File: config.mk
export PLATFORM = sky130hd
export DESIGN_NAME = wwd_top
export DESIGN_NICKNAME = d
export VERILOG_FILES = /design/src/wwd_pkg.sv /design/src/wwd_top.sv
export SDC_FILE = /design/constraint.sdc
export NUM_CORES = 1
export LEC_CHECK = 0
export ABC_AREA = 1
export ABC_CLOCK_PERIOD_IN_PS = 7500
export BUFFER_PORTS_ARGS = -buffer_cell sky130_fd_sc_hd__buf_4
export CAP_MARGIN = 10
export CORE_MARGIN = 4
export CORE_UTILIZATION = 43
export DETAILED_ROUTE_END_ITERATION = 7
export PLACE_DENSITY = 0.72
export SYNTH_ARGS = -nofsm -noshare
export SYNTH_HDL_FRONTEND = slang
export SYNTH_SLANG_ARGS = --single-unit
File: constraint.sdc
create_clock -name clk -period 7.5 [get_ports clk]
set_clock_uncertainty 0.2 [all_clocks]
set_input_delay 1.125 -clock clk [delete_from_list [all_inputs] [get_ports clk]]
set_output_delay 1.125 -clock clk [all_outputs]
set_load 0.05 [all_outputs]
File: src/wwd_pkg.sv
// Purpose: constants and types shared by the window watchdog
// Assumes: byte addresses are four times the register index
// Notes:   slow tick timing counted in ticks of the 1 kHz source
package wwd_pkg;
  // register indexes
  localparam logic [1:0] WWD_IDX_CONTROL = 2'h0;
  localparam logic [1:0] WWD_IDX_STATE   = 2'h1;
  localparam logic [1:0] WWD_IDX_IRQ_STS = 2'h2;
  localparam logic [1:0] WWD_IDX_IRQ_MSK = 2'h3;
  // primary_control fields
  localparam int WWD_OPEN_LSB   = 0;
  localparam int WWD_CLOSED_LSB = 4;
  localparam int WWD_FIELD_W    = 4;
  // watchdog_state fields
  localparam int WWD_PEND_BIT   = 0;
  localparam int WWD_LOCK_BIT   = 7;
  // irq status fields
  localparam int WWD_EV_TIMEOUT = 0;
  localparam int WWD_EV_EARLY   = 1;
  localparam int WWD_EV_SYNCED  = 2;
  localparam int WWD_EV_W       = 3;
  // reset values
  localparam logic [7:0] WWD_CONTROL_RST = 8'h00;
  localparam logic [7:0] WWD_STATE_RST   = 8'h00;
  localparam logic [WWD_EV_W-1:0] WWD_MSK_RST = 3'h0;
  // highest valid timeout code, base shift (code 1 = 8 ticks)
  localparam logic [3:0] WWD_CODE_MAX = 4'hB;
  localparam int WWD_CODE_SHIFT = 2;
  // timing
  localparam int WWD_SYS_MHZ        = 100;
  localparam int WWD_SLOW_HZ        = 1000;
  localparam int WWD_CLR_SYNC_TICKS = 2;
  localparam int WWD_CTL_SYNC_TICKS = 2;
  localparam int WWD_GUARD_INSTR    = 4;
  localparam int WWD_GUARD_CYCLES   = WWD_GUARD_INSTR;
  typedef enum logic [2:0] {
    WWD_OFF, WWD_FIRST, WWD_NORMAL, WWD_CLOSED, WWD_OPEN
  } wwd_state_e;
endpackage : wwd_pkg

File: src/wwd_top.sv
// Purpose: window watchdog with Avalon-MM slave registers
// Assumes: slow_tick_clock is a free 1 kHz square wave, sampled on clk
// Notes:   single clock design; slow edges found by a synchroniser
`timescale 1ns/1ps
module wwd_top
  import wwd_pkg::*;
#(
  parameter int CNT_W = 14
) (
  input  wire logic        clk,
  input  wire logic        rst_n,
  input  wire logic [3:0]  avs_address,
  input  wire logic        avs_read,
  input  wire logic        avs_write,
  input  wire logic [31:0] avs_writedata,
  input  wire logic [3:0]  avs_byteenable,
  output logic [31:0]      avs_readdata,
  output logic             avs_waitrequest,
  input  wire logic        slow_tick_clock,
  input  wire logic        watchdog_clear_instruction,
  input  wire logic        io_protect_key,
  input  wire logic [7:0]  boot_config_fuse,
  input  wire logic        fuse_valid,
  input  wire logic        debug_halt,
  input  wire logic        reset_ack,
  output logic             sys_reset_req,
  output logic             irq
);

  // refuse counters too narrow for the longest code or needlessly wide
  if (CNT_W < 14 || CNT_W > 24) begin : g_cnt_w_bad
    $error("CNT_W must hold 8192 ticks and stay below 25 bits");
  end

  typedef struct packed {
    logic                wait_r;
    logic [31:0]         rdata_r;
    logic [7:0]          ctl_r;
    logic [7:0]          act_r;
    logic                lock_r;
    logic                pend_r;
    logic [1:0]          xcnt_r;
    logic [2:0]          guard_r;
    logic                cbusy_r;
    logic [1:0]          ccnt_r;
    wwd_state_e          st_r;
    logic [CNT_W-1:0]    cnt_r;
    logic                halt_r;
    logic [WWD_EV_W-1:0] sts_r;
    logic [WWD_EV_W-1:0] msk_r;
    logic                irq_r;
    logic                rreq_r;
    logic                t1_r;
    logic                t2_r;
    logic                t3_r;
  } wwd_regs_s;

  wwd_regs_s q_r;
  wwd_regs_s q_nxt;

  // ticks for a timeout code; zero for off or reserved codes
  function automatic logic [CNT_W-1:0] wwd_len(input logic [3:0] code);
    logic [CNT_W-1:0] v;
    v = '0;
    if (code != 4'h0 && code <= WWD_CODE_MAX) begin
      v = CNT_W'(1) << (code + 4'(WWD_CODE_SHIFT));
    end
    return v;
  endfunction

  logic [3:0]       open_code;
  logic [3:0]       closed_code;
  logic [CNT_W-1:0] open_len;
  logic [CNT_W-1:0] closed_len;
  logic             tick;
  logic             clr_apply;
  logic             wr_take;
  logic [1:0]       idx;
  logic             guard_ok;
  logic             resume;

  assign open_code   = q_r.act_r[WWD_OPEN_LSB +: WWD_FIELD_W];
  assign closed_code = q_r.act_r[WWD_CLOSED_LSB +: WWD_FIELD_W];
  assign open_len    = wwd_len(open_code);
  assign closed_len  = wwd_len(closed_code);
  // the second and third synchroniser flops feed the edge detector
  assign tick      = q_r.t2_r & ~q_r.t3_r;
  assign clr_apply = tick & q_r.cbusy_r & ~q_r.halt_r &
                     (q_r.ccnt_r == 2'(WWD_CLR_SYNC_TICKS - 1));
  assign wr_take   = avs_write & ~q_r.wait_r & avs_byteenable[0];
  assign idx       = avs_address[3:2];
  assign guard_ok  = (q_r.guard_r != 3'h0);
  assign resume    = q_r.halt_r & ~debug_halt;

  always_comb begin
    logic [CNT_W-1:0] cnt_inc;
    logic             expire;
    logic             viol_to;
    logic             viol_early;
    logic             synced;
    logic [WWD_EV_W-1:0] ev;
    cnt_inc    = q_r.cnt_r + CNT_W'(1);
    expire     = 1'b0;
    viol_to    = 1'b0;
    viol_early = 1'b0;
    synced     = 1'b0;
    ev         = '0;
    q_nxt      = q_r;
    q_nxt.t1_r = slow_tick_clock;
    q_nxt.t2_r = q_r.t1_r;
    q_nxt.t3_r = q_r.t2_r;

    // bus: waitrequest drops for exactly one cycle per request
    q_nxt.wait_r = 1'b1;
    if ((avs_read | avs_write) && q_r.wait_r) begin
      q_nxt.wait_r  = 1'b0;
      q_nxt.rdata_r = 32'h0000_0000;
      case (idx)
        WWD_IDX_CONTROL: q_nxt.rdata_r[7:0] = q_r.ctl_r;
        WWD_IDX_STATE: begin
          q_nxt.rdata_r[WWD_LOCK_BIT] = q_r.lock_r;
          q_nxt.rdata_r[WWD_PEND_BIT] = q_r.pend_r;
        end
        WWD_IDX_IRQ_STS: q_nxt.rdata_r[WWD_EV_W-1:0] = q_r.sts_r;
        WWD_IDX_IRQ_MSK: q_nxt.rdata_r[WWD_EV_W-1:0] = q_r.msk_r;
        default: q_nxt.rdata_r = 32'h0000_0000;
      endcase
    end

    // key opens a short window for one protected write
    if (io_protect_key) begin
      q_nxt.guard_r = 3'(WWD_GUARD_CYCLES);
    end else if (guard_ok) begin
      q_nxt.guard_r = q_r.guard_r - 3'h1;
    end

    if (wr_take) begin
      case (idx)
        WWD_IDX_CONTROL: begin
          // locked, unkeyed or mid-crossing writes are dropped silently
          if (guard_ok && !q_r.lock_r && !q_r.pend_r) begin
            q_nxt.ctl_r   = avs_writedata[7:0];
            q_nxt.pend_r  = 1'b1;
            q_nxt.xcnt_r  = 2'h0;
            q_nxt.guard_r = 3'h0;
          end
        end
        WWD_IDX_STATE: begin
          if (guard_ok) begin
            if (avs_writedata[WWD_LOCK_BIT]) begin
              q_nxt.lock_r = 1'b1;
            end else if (debug_halt) begin
              q_nxt.lock_r = 1'b0;
            end
            q_nxt.guard_r = 3'h0;
          end
        end
        WWD_IDX_IRQ_MSK: q_nxt.msk_r = avs_writedata[WWD_EV_W-1:0];
        default: ;
      endcase
    end

    // control value reaches the slow side after a fixed tick count
    if (q_r.pend_r && tick) begin
      if (q_r.xcnt_r == 2'(WWD_CTL_SYNC_TICKS - 1)) begin
        q_nxt.act_r  = q_r.ctl_r;
        q_nxt.pend_r = 1'b0;
        synced       = 1'b1;
      end else begin
        q_nxt.xcnt_r = q_r.xcnt_r + 2'h1;
      end
    end

    // clear instruction synchroniser; repeats while busy are dropped
    if (watchdog_clear_instruction && !q_r.cbusy_r) begin
      q_nxt.cbusy_r = 1'b1;
      q_nxt.ccnt_r  = 2'h0;
    end else if (q_r.cbusy_r && tick) begin
      if (q_r.ccnt_r == 2'(WWD_CLR_SYNC_TICKS - 1)) begin
        q_nxt.cbusy_r = 1'b0;
      end else begin
        q_nxt.ccnt_r = q_r.ccnt_r + 2'h1;
      end
    end

    // watchdog sequence, frozen and zeroed under debug halt
    q_nxt.halt_r = debug_halt;
    if (debug_halt) begin
      q_nxt.cnt_r = '0;
    end else if (resume) begin
      q_nxt.cnt_r = '0;
      if (open_code == 4'h0) begin
        q_nxt.st_r = WWD_OFF;
      end else if (closed_code != 4'h0) begin
        q_nxt.st_r = WWD_FIRST;
      end else begin
        q_nxt.st_r = WWD_NORMAL;
      end
    end else if (tick) begin
      q_nxt.cnt_r = cnt_inc;
      expire      = (cnt_inc == open_len);
      case (q_r.st_r)
        WWD_OFF: begin
          q_nxt.cnt_r = '0;
          if (open_code != 4'h0) begin
            q_nxt.st_r = (closed_code != 4'h0) ? WWD_FIRST : WWD_NORMAL;
          end
        end
        WWD_NORMAL: begin
          if (closed_code != 4'h0) begin
            q_nxt.st_r  = WWD_FIRST;
            q_nxt.cnt_r = '0;
          end else if (clr_apply) begin
            q_nxt.cnt_r = '0;
          end else if (expire) begin
            viol_to = 1'b1;
          end
        end
        WWD_FIRST: begin
          if (clr_apply) begin
            q_nxt.st_r  = WWD_CLOSED;
            q_nxt.cnt_r = '0;
          end else if (expire) begin
            viol_to = 1'b1;
          end
        end
        WWD_CLOSED: begin
          if (clr_apply) begin
            viol_early = 1'b1;
          end else if (cnt_inc == closed_len) begin
            q_nxt.st_r  = WWD_OPEN;
            q_nxt.cnt_r = '0;
          end
        end
        WWD_OPEN: begin
          if (clr_apply) begin
            q_nxt.st_r  = WWD_CLOSED;
            q_nxt.cnt_r = '0;
          end else if (expire) begin
            viol_to = 1'b1;
          end
        end
        default: q_nxt.st_r = WWD_OFF;
      endcase
      if (q_r.st_r != WWD_OFF && open_code == 4'h0) begin
        q_nxt.st_r  = WWD_OFF;
        q_nxt.cnt_r = '0;
        viol_to     = 1'b0;
        viol_early  = 1'b0;
      end
      if (q_r.st_r != WWD_OFF && open_code != 4'h0 && closed_code == 4'h0
          && q_r.st_r != WWD_NORMAL) begin
        q_nxt.st_r = WWD_NORMAL;
      end
      if (viol_to || viol_early) begin
        q_nxt.st_r  = WWD_NORMAL;
        q_nxt.cnt_r = '0;
      end
    end

    // reset request held until the controller answers
    if (viol_to || viol_early) begin
      q_nxt.rreq_r = 1'b1;
    end else if (reset_ack) begin
      q_nxt.rreq_r = 1'b0;
    end

    // boot fuse load overrides control, active value, counter and state at once
    if (fuse_valid) begin
      q_nxt.ctl_r  = boot_config_fuse;
      q_nxt.act_r  = boot_config_fuse;
      q_nxt.pend_r = 1'b0;
      q_nxt.cnt_r  = '0;
      q_nxt.st_r   = WWD_OFF;
      if (boot_config_fuse[WWD_OPEN_LSB +: WWD_FIELD_W] != 4'h0) begin
        q_nxt.lock_r = 1'b1;
      end
    end

    // sticky events: a new event wins over a write-one clear
    ev[WWD_EV_TIMEOUT] = viol_to;
    ev[WWD_EV_EARLY]   = viol_early;
    ev[WWD_EV_SYNCED]  = synced;
    if (wr_take && idx == WWD_IDX_IRQ_STS) begin
      q_nxt.sts_r = (q_r.sts_r & ~avs_writedata[WWD_EV_W-1:0]) | ev;
    end else begin
      q_nxt.sts_r = q_r.sts_r | ev;
    end
    q_nxt.irq_r = |(q_nxt.sts_r & q_nxt.msk_r);
  end

  always_ff @(posedge clk) begin
    if (!rst_n) begin
      q_r         <= '0;
      q_r.wait_r  <= 1'b1;
      q_r.ctl_r   <= WWD_CONTROL_RST;
      q_r.act_r   <= WWD_CONTROL_RST;
      q_r.lock_r  <= WWD_STATE_RST[WWD_LOCK_BIT];
      q_r.msk_r   <= WWD_MSK_RST;
      q_r.st_r    <= WWD_OFF;
    end else begin
      q_r <= q_nxt;
    end
  end

  assign avs_readdata    = q_r.rdata_r;
  assign avs_waitrequest = q_r.wait_r;
  assign sys_reset_req   = q_r.rreq_r;
  assign irq             = q_r.irq_r;
endmodule // wwd_top

* Yosys cells after proc, flatten, opt, wreduce, memory -nomap -nowiden
Cells that the tools add are included.
** Operators by class
- Add/subtract/negate cells :: 6
- Order comparisons :: 2
- Equal/unequal tests :: 17
- Shift-type cells :: 2
- Muxes and demuxes :: 75
- Bitwise operators :: 19
- Reduce and logical (&&, ||, !) cells :: 46
** Operators with widths (number)
- two-way mux 17 bit :: 7
- two-way mux 14 bit :: 4
- case mux 14 bit (4 select lines) :: 1
- two-way mux 8 bit :: 5
- two-way mux 3 bit :: 13
- two-way mux 33 bit :: 1
- two-way mux 1 bit :: 30
- equality test 14 bit :: 2
- << shifter 1 x 4 -> 14 bit, first input constant :: 2
- inequality test 6 bit, second input constant :: 4
- two-way mux 18 bit :: 1
- nonzero test 2 bit :: 9
- adder 14 x 1 -> 14 bit, second input constant :: 1
- logical AND 1 bit :: 13
- case mux 3 bit (4 select lines) :: 1
- nonzero test 4 bit :: 3
- adder 4 x 2 -> 4 bit, second input constant :: 2
- less-or-equal comparator 4 bit, second input constant :: 2
- logical NOT 4 bit :: 2
- two-way mux 2 bit :: 4
- AND 1 bit :: 7
- two-way mux 7 bit :: 1
- AND reduction 7 bit :: 1
- AND 3 bit :: 2
- 29 further kinds :: 49
** Storage, ports and cells
- Flip-flop bits (word level) :: 64
- Bits of input ports :: 58
- Output and inout port bits :: 35
- Logic and storage cells :: 187

* Logic depth before layout (Yosys ltp)
- Word-level depth :: 19
- Mapped depth :: 20
- Gate-level depth less buffers :: 20

* Worst setup path before layout
OpenSTA, ideal clock, no wires.
- Path kind :: input to register
- Start point :: in rst_n
- End point :: reg q_r[16] in the netlist's numbering
- Setup time :: 0.070 ns
- Data arrival time :: 2.287 ns
- Data required time :: 7.230 ns
- Path slack :: 4.942 ns
- Cell stages on the path :: 8
- Buffers on the path :: 2
- Cell sequence :: clkbuf_1 inv_2 nor2_1 inv_1 nor3_1 inv_1 clkbuf_1 a21oi_1
** Between the ends
- Word-level cells in the longest chain between the ends :: 2
** Ends and longest elaborated chain
- start, declared :: line wwd_top.sv:11 : input wire logic rst_n,
- inverter 1 bit (no line)
- OR reduction 4 bit (no line)
- end signal, assigned :: line wwd_top.sv:302 : q_r <= q_nxt;
- end, declared :: line wwd_top.sv:58 : wwd_regs_s q_r;
Every way passes these cells.
A chain may end at the register's enable or synchronous reset.

* Final worst setup path
- Start point :: reg q_r[0] in the netlist's numbering
- End point :: reg q_r[21] in the netlist's numbering
** Between the ends
- Word-level cells in the longest chain between the ends :: 14
- Elaborated cells between the ends (all ways) :: 26
** Ends and longest elaborated chain
- inverter 1 bit * :: line wwd_top.sv:87 : assign tick = q_r.t2_r & ~q_r.t3_r;
- AND 1 bit * :: line wwd_top.sv:87
- AND 1 bit (3 in a row) :: line wwd_top.sv:88 : assign clr_apply = tick & q_r.cbusy_r & ~q_r.halt_r &
- two-way mux 1 bit :: line wwd_top.sv:220 : if (clr_apply) begin
- two-way mux 1 bit :: line wwd_top.sv:210 : if (closed_code != 4'h0) begin
- case mux 1 bit (2 select lines) :: line wwd_top.sv:202 : case (q_r.st_r)
- two-way mux 1 bit :: line wwd_top.sv:245 : if (q_r.st_r != WWD_OFF && open_code == 4'h0) begin
- two-way mux 1 bit :: line wwd_top.sv:199 : end else if (tick) begin
- two-way mux 1 bit :: line wwd_top.sv:190 : end else if (resume) begin
- two-way mux 1 bit :: line wwd_top.sv:188 : if (debug_halt) begin
- logical OR 1 bit :: line wwd_top.sv:255 : if (viol_to || viol_early) begin
- two-way mux 17 bit :: line wwd_top.sv:255
Every way passes the cells marked *; elsewhere a longest branch is shown, timed or not. The select of a mux whose other input is x is not followed.

==> flow_metrics.py <==
metrics = {
    "run_status": {
        "status": "finished, final reports clean",
    },
    "global_route": {
        "grt_pass1_vias": 4299,
        "grt-busiest-layer": "met2",
        "grt_pass1_wl_microns": 20100,
        "grt_overflow": 0,
        "use_met3": 0.0385,
        "grt_max_degree": 29,
        "grtUsageTotal": 0.191,
        "antenna_found_initial": 0,
        "grt_use_met2": 0.312,
        "met1_usage": 0.255,
    },
    "die": {
        "die_h_microns": 113,
        "start_util": 0.438,
        "rows": 38,
        "core_area_sq_um": 10800,
        "die_w_microns": 113,
        "io_pins": 93,
        "die_area_sq_um": 12700,
    },
    "detailed_routing": {
        "wl_per_cell_microns": 12.4,
        "dr.first_iter.drc_count": 385,
        "ant_nets": 0,
        "num_vias": 4785,
        "firstDrtPassIters": 5,
        "wl_microns": 11800,
        "drc": 0,
        "vias_per_cell": 5.02,
    },
    "synthesis": {
        "synth_seq_cells": 64,
        "ys_types": 44,
        "synth_top_flop_cell": "dfxtp_1",
        "synth_edf_count": 0,
        "yosys.area.top_type": "dfxtp_1",
        "synth.avg_cell_area_sq_um": 6.05,
        "syn_inst": 781,
        "yosys-top-cells-count": "nand2_1, nor2_1, inv_1, nand3_1, dfxtp_1",
        "synth_most_common_cell": "nand2_1",
        "yosysTopAreaCellShare": 0.271,
        "ys_seq_area_frac": 0.271,
        "async_reset_ff_frac": 0,
        "yosys_warnings": 0,
        "netlist_area_sq_um": 4730,
        "synth.area.top_cells": "dfxtp_1, nand2_1, nand3_1",
    },
    "setup_path": {
        "crit_path_start_kind": "flip-flop",
        "worstSetupEndpointType": "flip-flop",
        "ff2ff_path_depth": 13,
        "r2r_slack_ns": 4.33,
        "path_max_fanout": 21,
        "r2r-end": "q_r[21]",
        "r2r_start": "q_r[0]",
        "path_class": "flip-flop to flip-flop",
        "cp.required_ns": 7.58,
        "cp.arrival_ns": 3.25,
    },
    "clock_tree": {
        "clk_pin_slew_worst_paths_ns": 0.07,
        "cts_tree": "built",
        "post_cts_resized": 0,
        "numCtsBuffers": 9,
        "cts_root_buffer": "clkbuf_8",
        "clk_latency_ns": 0.36,
        "cts_buffer_depth": 2,
        "holdBufCountCts": 0,
        "cts_setup_buffers": 0,
        "htree_levels": 3,
        "cts.sinks": 64,
    },
    "final_layout": {
        "final_core_util": 0.478,
        "area_growth_pct": 9.13,
        "nNetsFinal": 873,
        "n_antenna_cell": 0,
        "num-fill-cells": 1135,
        "ff_latch_area_sq_um": 1280,
        "drive_above_1_share": 0.122,
        "layout.cells.non_filler": 954,
        "multi_input_area_sq_um": 2860,
    },
    "sta": {
        "rsz0062_at_grt": "no",
        "finalCritPeriodShare": 0.423,
        "finalSetupViolations": 0,
        "drv_slew": 0,
        "period_needed_ns": 3.17,
        "fmax_mhz": 315,
        "tns_ns": 0,
        "slew_headroom": 0.404,
        "setup_slack_ns": 4.33,
        "hold_violations": 0,
        "worst_slew_pin_slew_ns": 0.893,
    },
    "placed_design": {
        "gp_routability_congestion": 0.898,
        "place_hpwl_microns": 9160,
        "place.port_buffers": 39,
        "dp.cells": 938,
        "place_ws_ns": 4.28,
    },
    "pwr": {
        "irDropWorstVdd_mv": 0.120,
        "cellPowerDensity_nw_per_um2": 161,
        "p_leak_uw": 0.00227,
    },
    "run": {
        "cap_violations": 0,
    },
    "worst_hold_path": {
        "holdPathStages": 2,
        "hp-start": "q_nxt[1]",
        "hold_path.class": "flip-flop to flip-flop",
        "min_to": "q_nxt[0]",
    },
}
==> power by group <==
group	internal, uW	switching [uW]
clock network	162	141
logic	45.1	121
registers	351	10.4
==> worst max path at each step <==
stage                     slack (ns)       to  depth (start not counted)   start
after floorplan                 4.94  q_r[16]                          8   rst_n
after global placement          4.22  q_r[13]                          7   rst_n
after detailed placement        4.28  q_r[14]                          7   rst_n
after CTS                       4.35  q_r[18]                         13  q_r[0]
after global routing            4.02  q_r[25]                         13  q_r[0]
final                           4.33  q_r[21]                         13  q_r[0]
==> layer usage <==
metal  wire, microns  part of all wire
met3             704             0.060
met4             146             0.012
met2            5400              0.46
met5               0                 0
met1            5580              0.47
==> area by class of cell <==
class,count,share of cell area
inverters,95,0.0691
repair buffers,39,0.0567
flip-flops and latches,64,0.248
well taps,140,0.0339
clock buffers,11,0.0274
multi-input cells,600,0.554
clock inverters,5,0.0109
==> per-stage QoR <==
| stage | total power, uW | hold WS, ns | instance area (sq um) |
|---|---|---|---|
| floorplan | 508 | 0.190 | 4810 |
| global placement | 533 | 0.195 | 4960 |
| detailed placement | 533 | 0.200 | 4960 |
| CTS | 836 | 0.217 | 5160 |
| global route | 871 | 0.234 | 5160 |
| finish | 831 | 0.213 | 5160 |
==> cell usage in the layout, fill, tap and decap left out, types with 10 or more instances in the layout <==
| cell | n |
|---|---|
| nand2_2 | 12 |
| nor3_1 | 10 |
| clkbuf_8 | 10 |
| a21oi_1 | 44 |
| conb_1 | 24 |
| inv_1 | 88 |
| dfxtp_1 | 64 |
| buf_4 | 39 |
| o21ai_0 | 22 |
| nand2_1 | 231 |
| nor2_1 | 101 |
| nand3_1 | 79 |
==> cells by family (layout without fill, tap and decap cells) <==
kind of cell | after synthesis | in the layout | synth area share
AOI/OAI and AO/OA | 92 | 92 | 0.112
xor gates and xnor gates | 6 | 6 | 0.0111
adders and majority gates | 6 | 6 | 0.0159
buffers and inverters | 140 | 150 | 0.143
DFF | 64 | 64 | 0.271
muxes | 1 | 1 | 0.00212
other | 1 | 24 | 0.000793
and+or+nand+nor | 471 | 471 | 0.444
==> state kept, by name, indices dropped and copies added (netlist names), named ones only <==
| register | cells |
|---|---|
| q_r | 42 |
| avs_readdata | 8 |
| closed_code | 4 |
| open_code | 4 |
| q_nxt | 2 |
| avs_waitrequest | 1 |
| irq | 1 |
| sys_reset_req | 1 |
==> critical path, stage by stage (launching register included) <==
cell	delay, ns
dfxtp_1	0.30
inv_1	0.04
nand2_1	0.50
nor2_1	0.32
nand2_1	0.23
nand2_1	0.16
nor2_1	0.08
nand2_1	0.10
nor3_2	0.06
nand3_2	0.08
nor2_4	0.07
nor4_4	0.59
nand3_1	0.19
a21oi_1	0.16
Note: power is estimated with default switching activity, not from simulation.
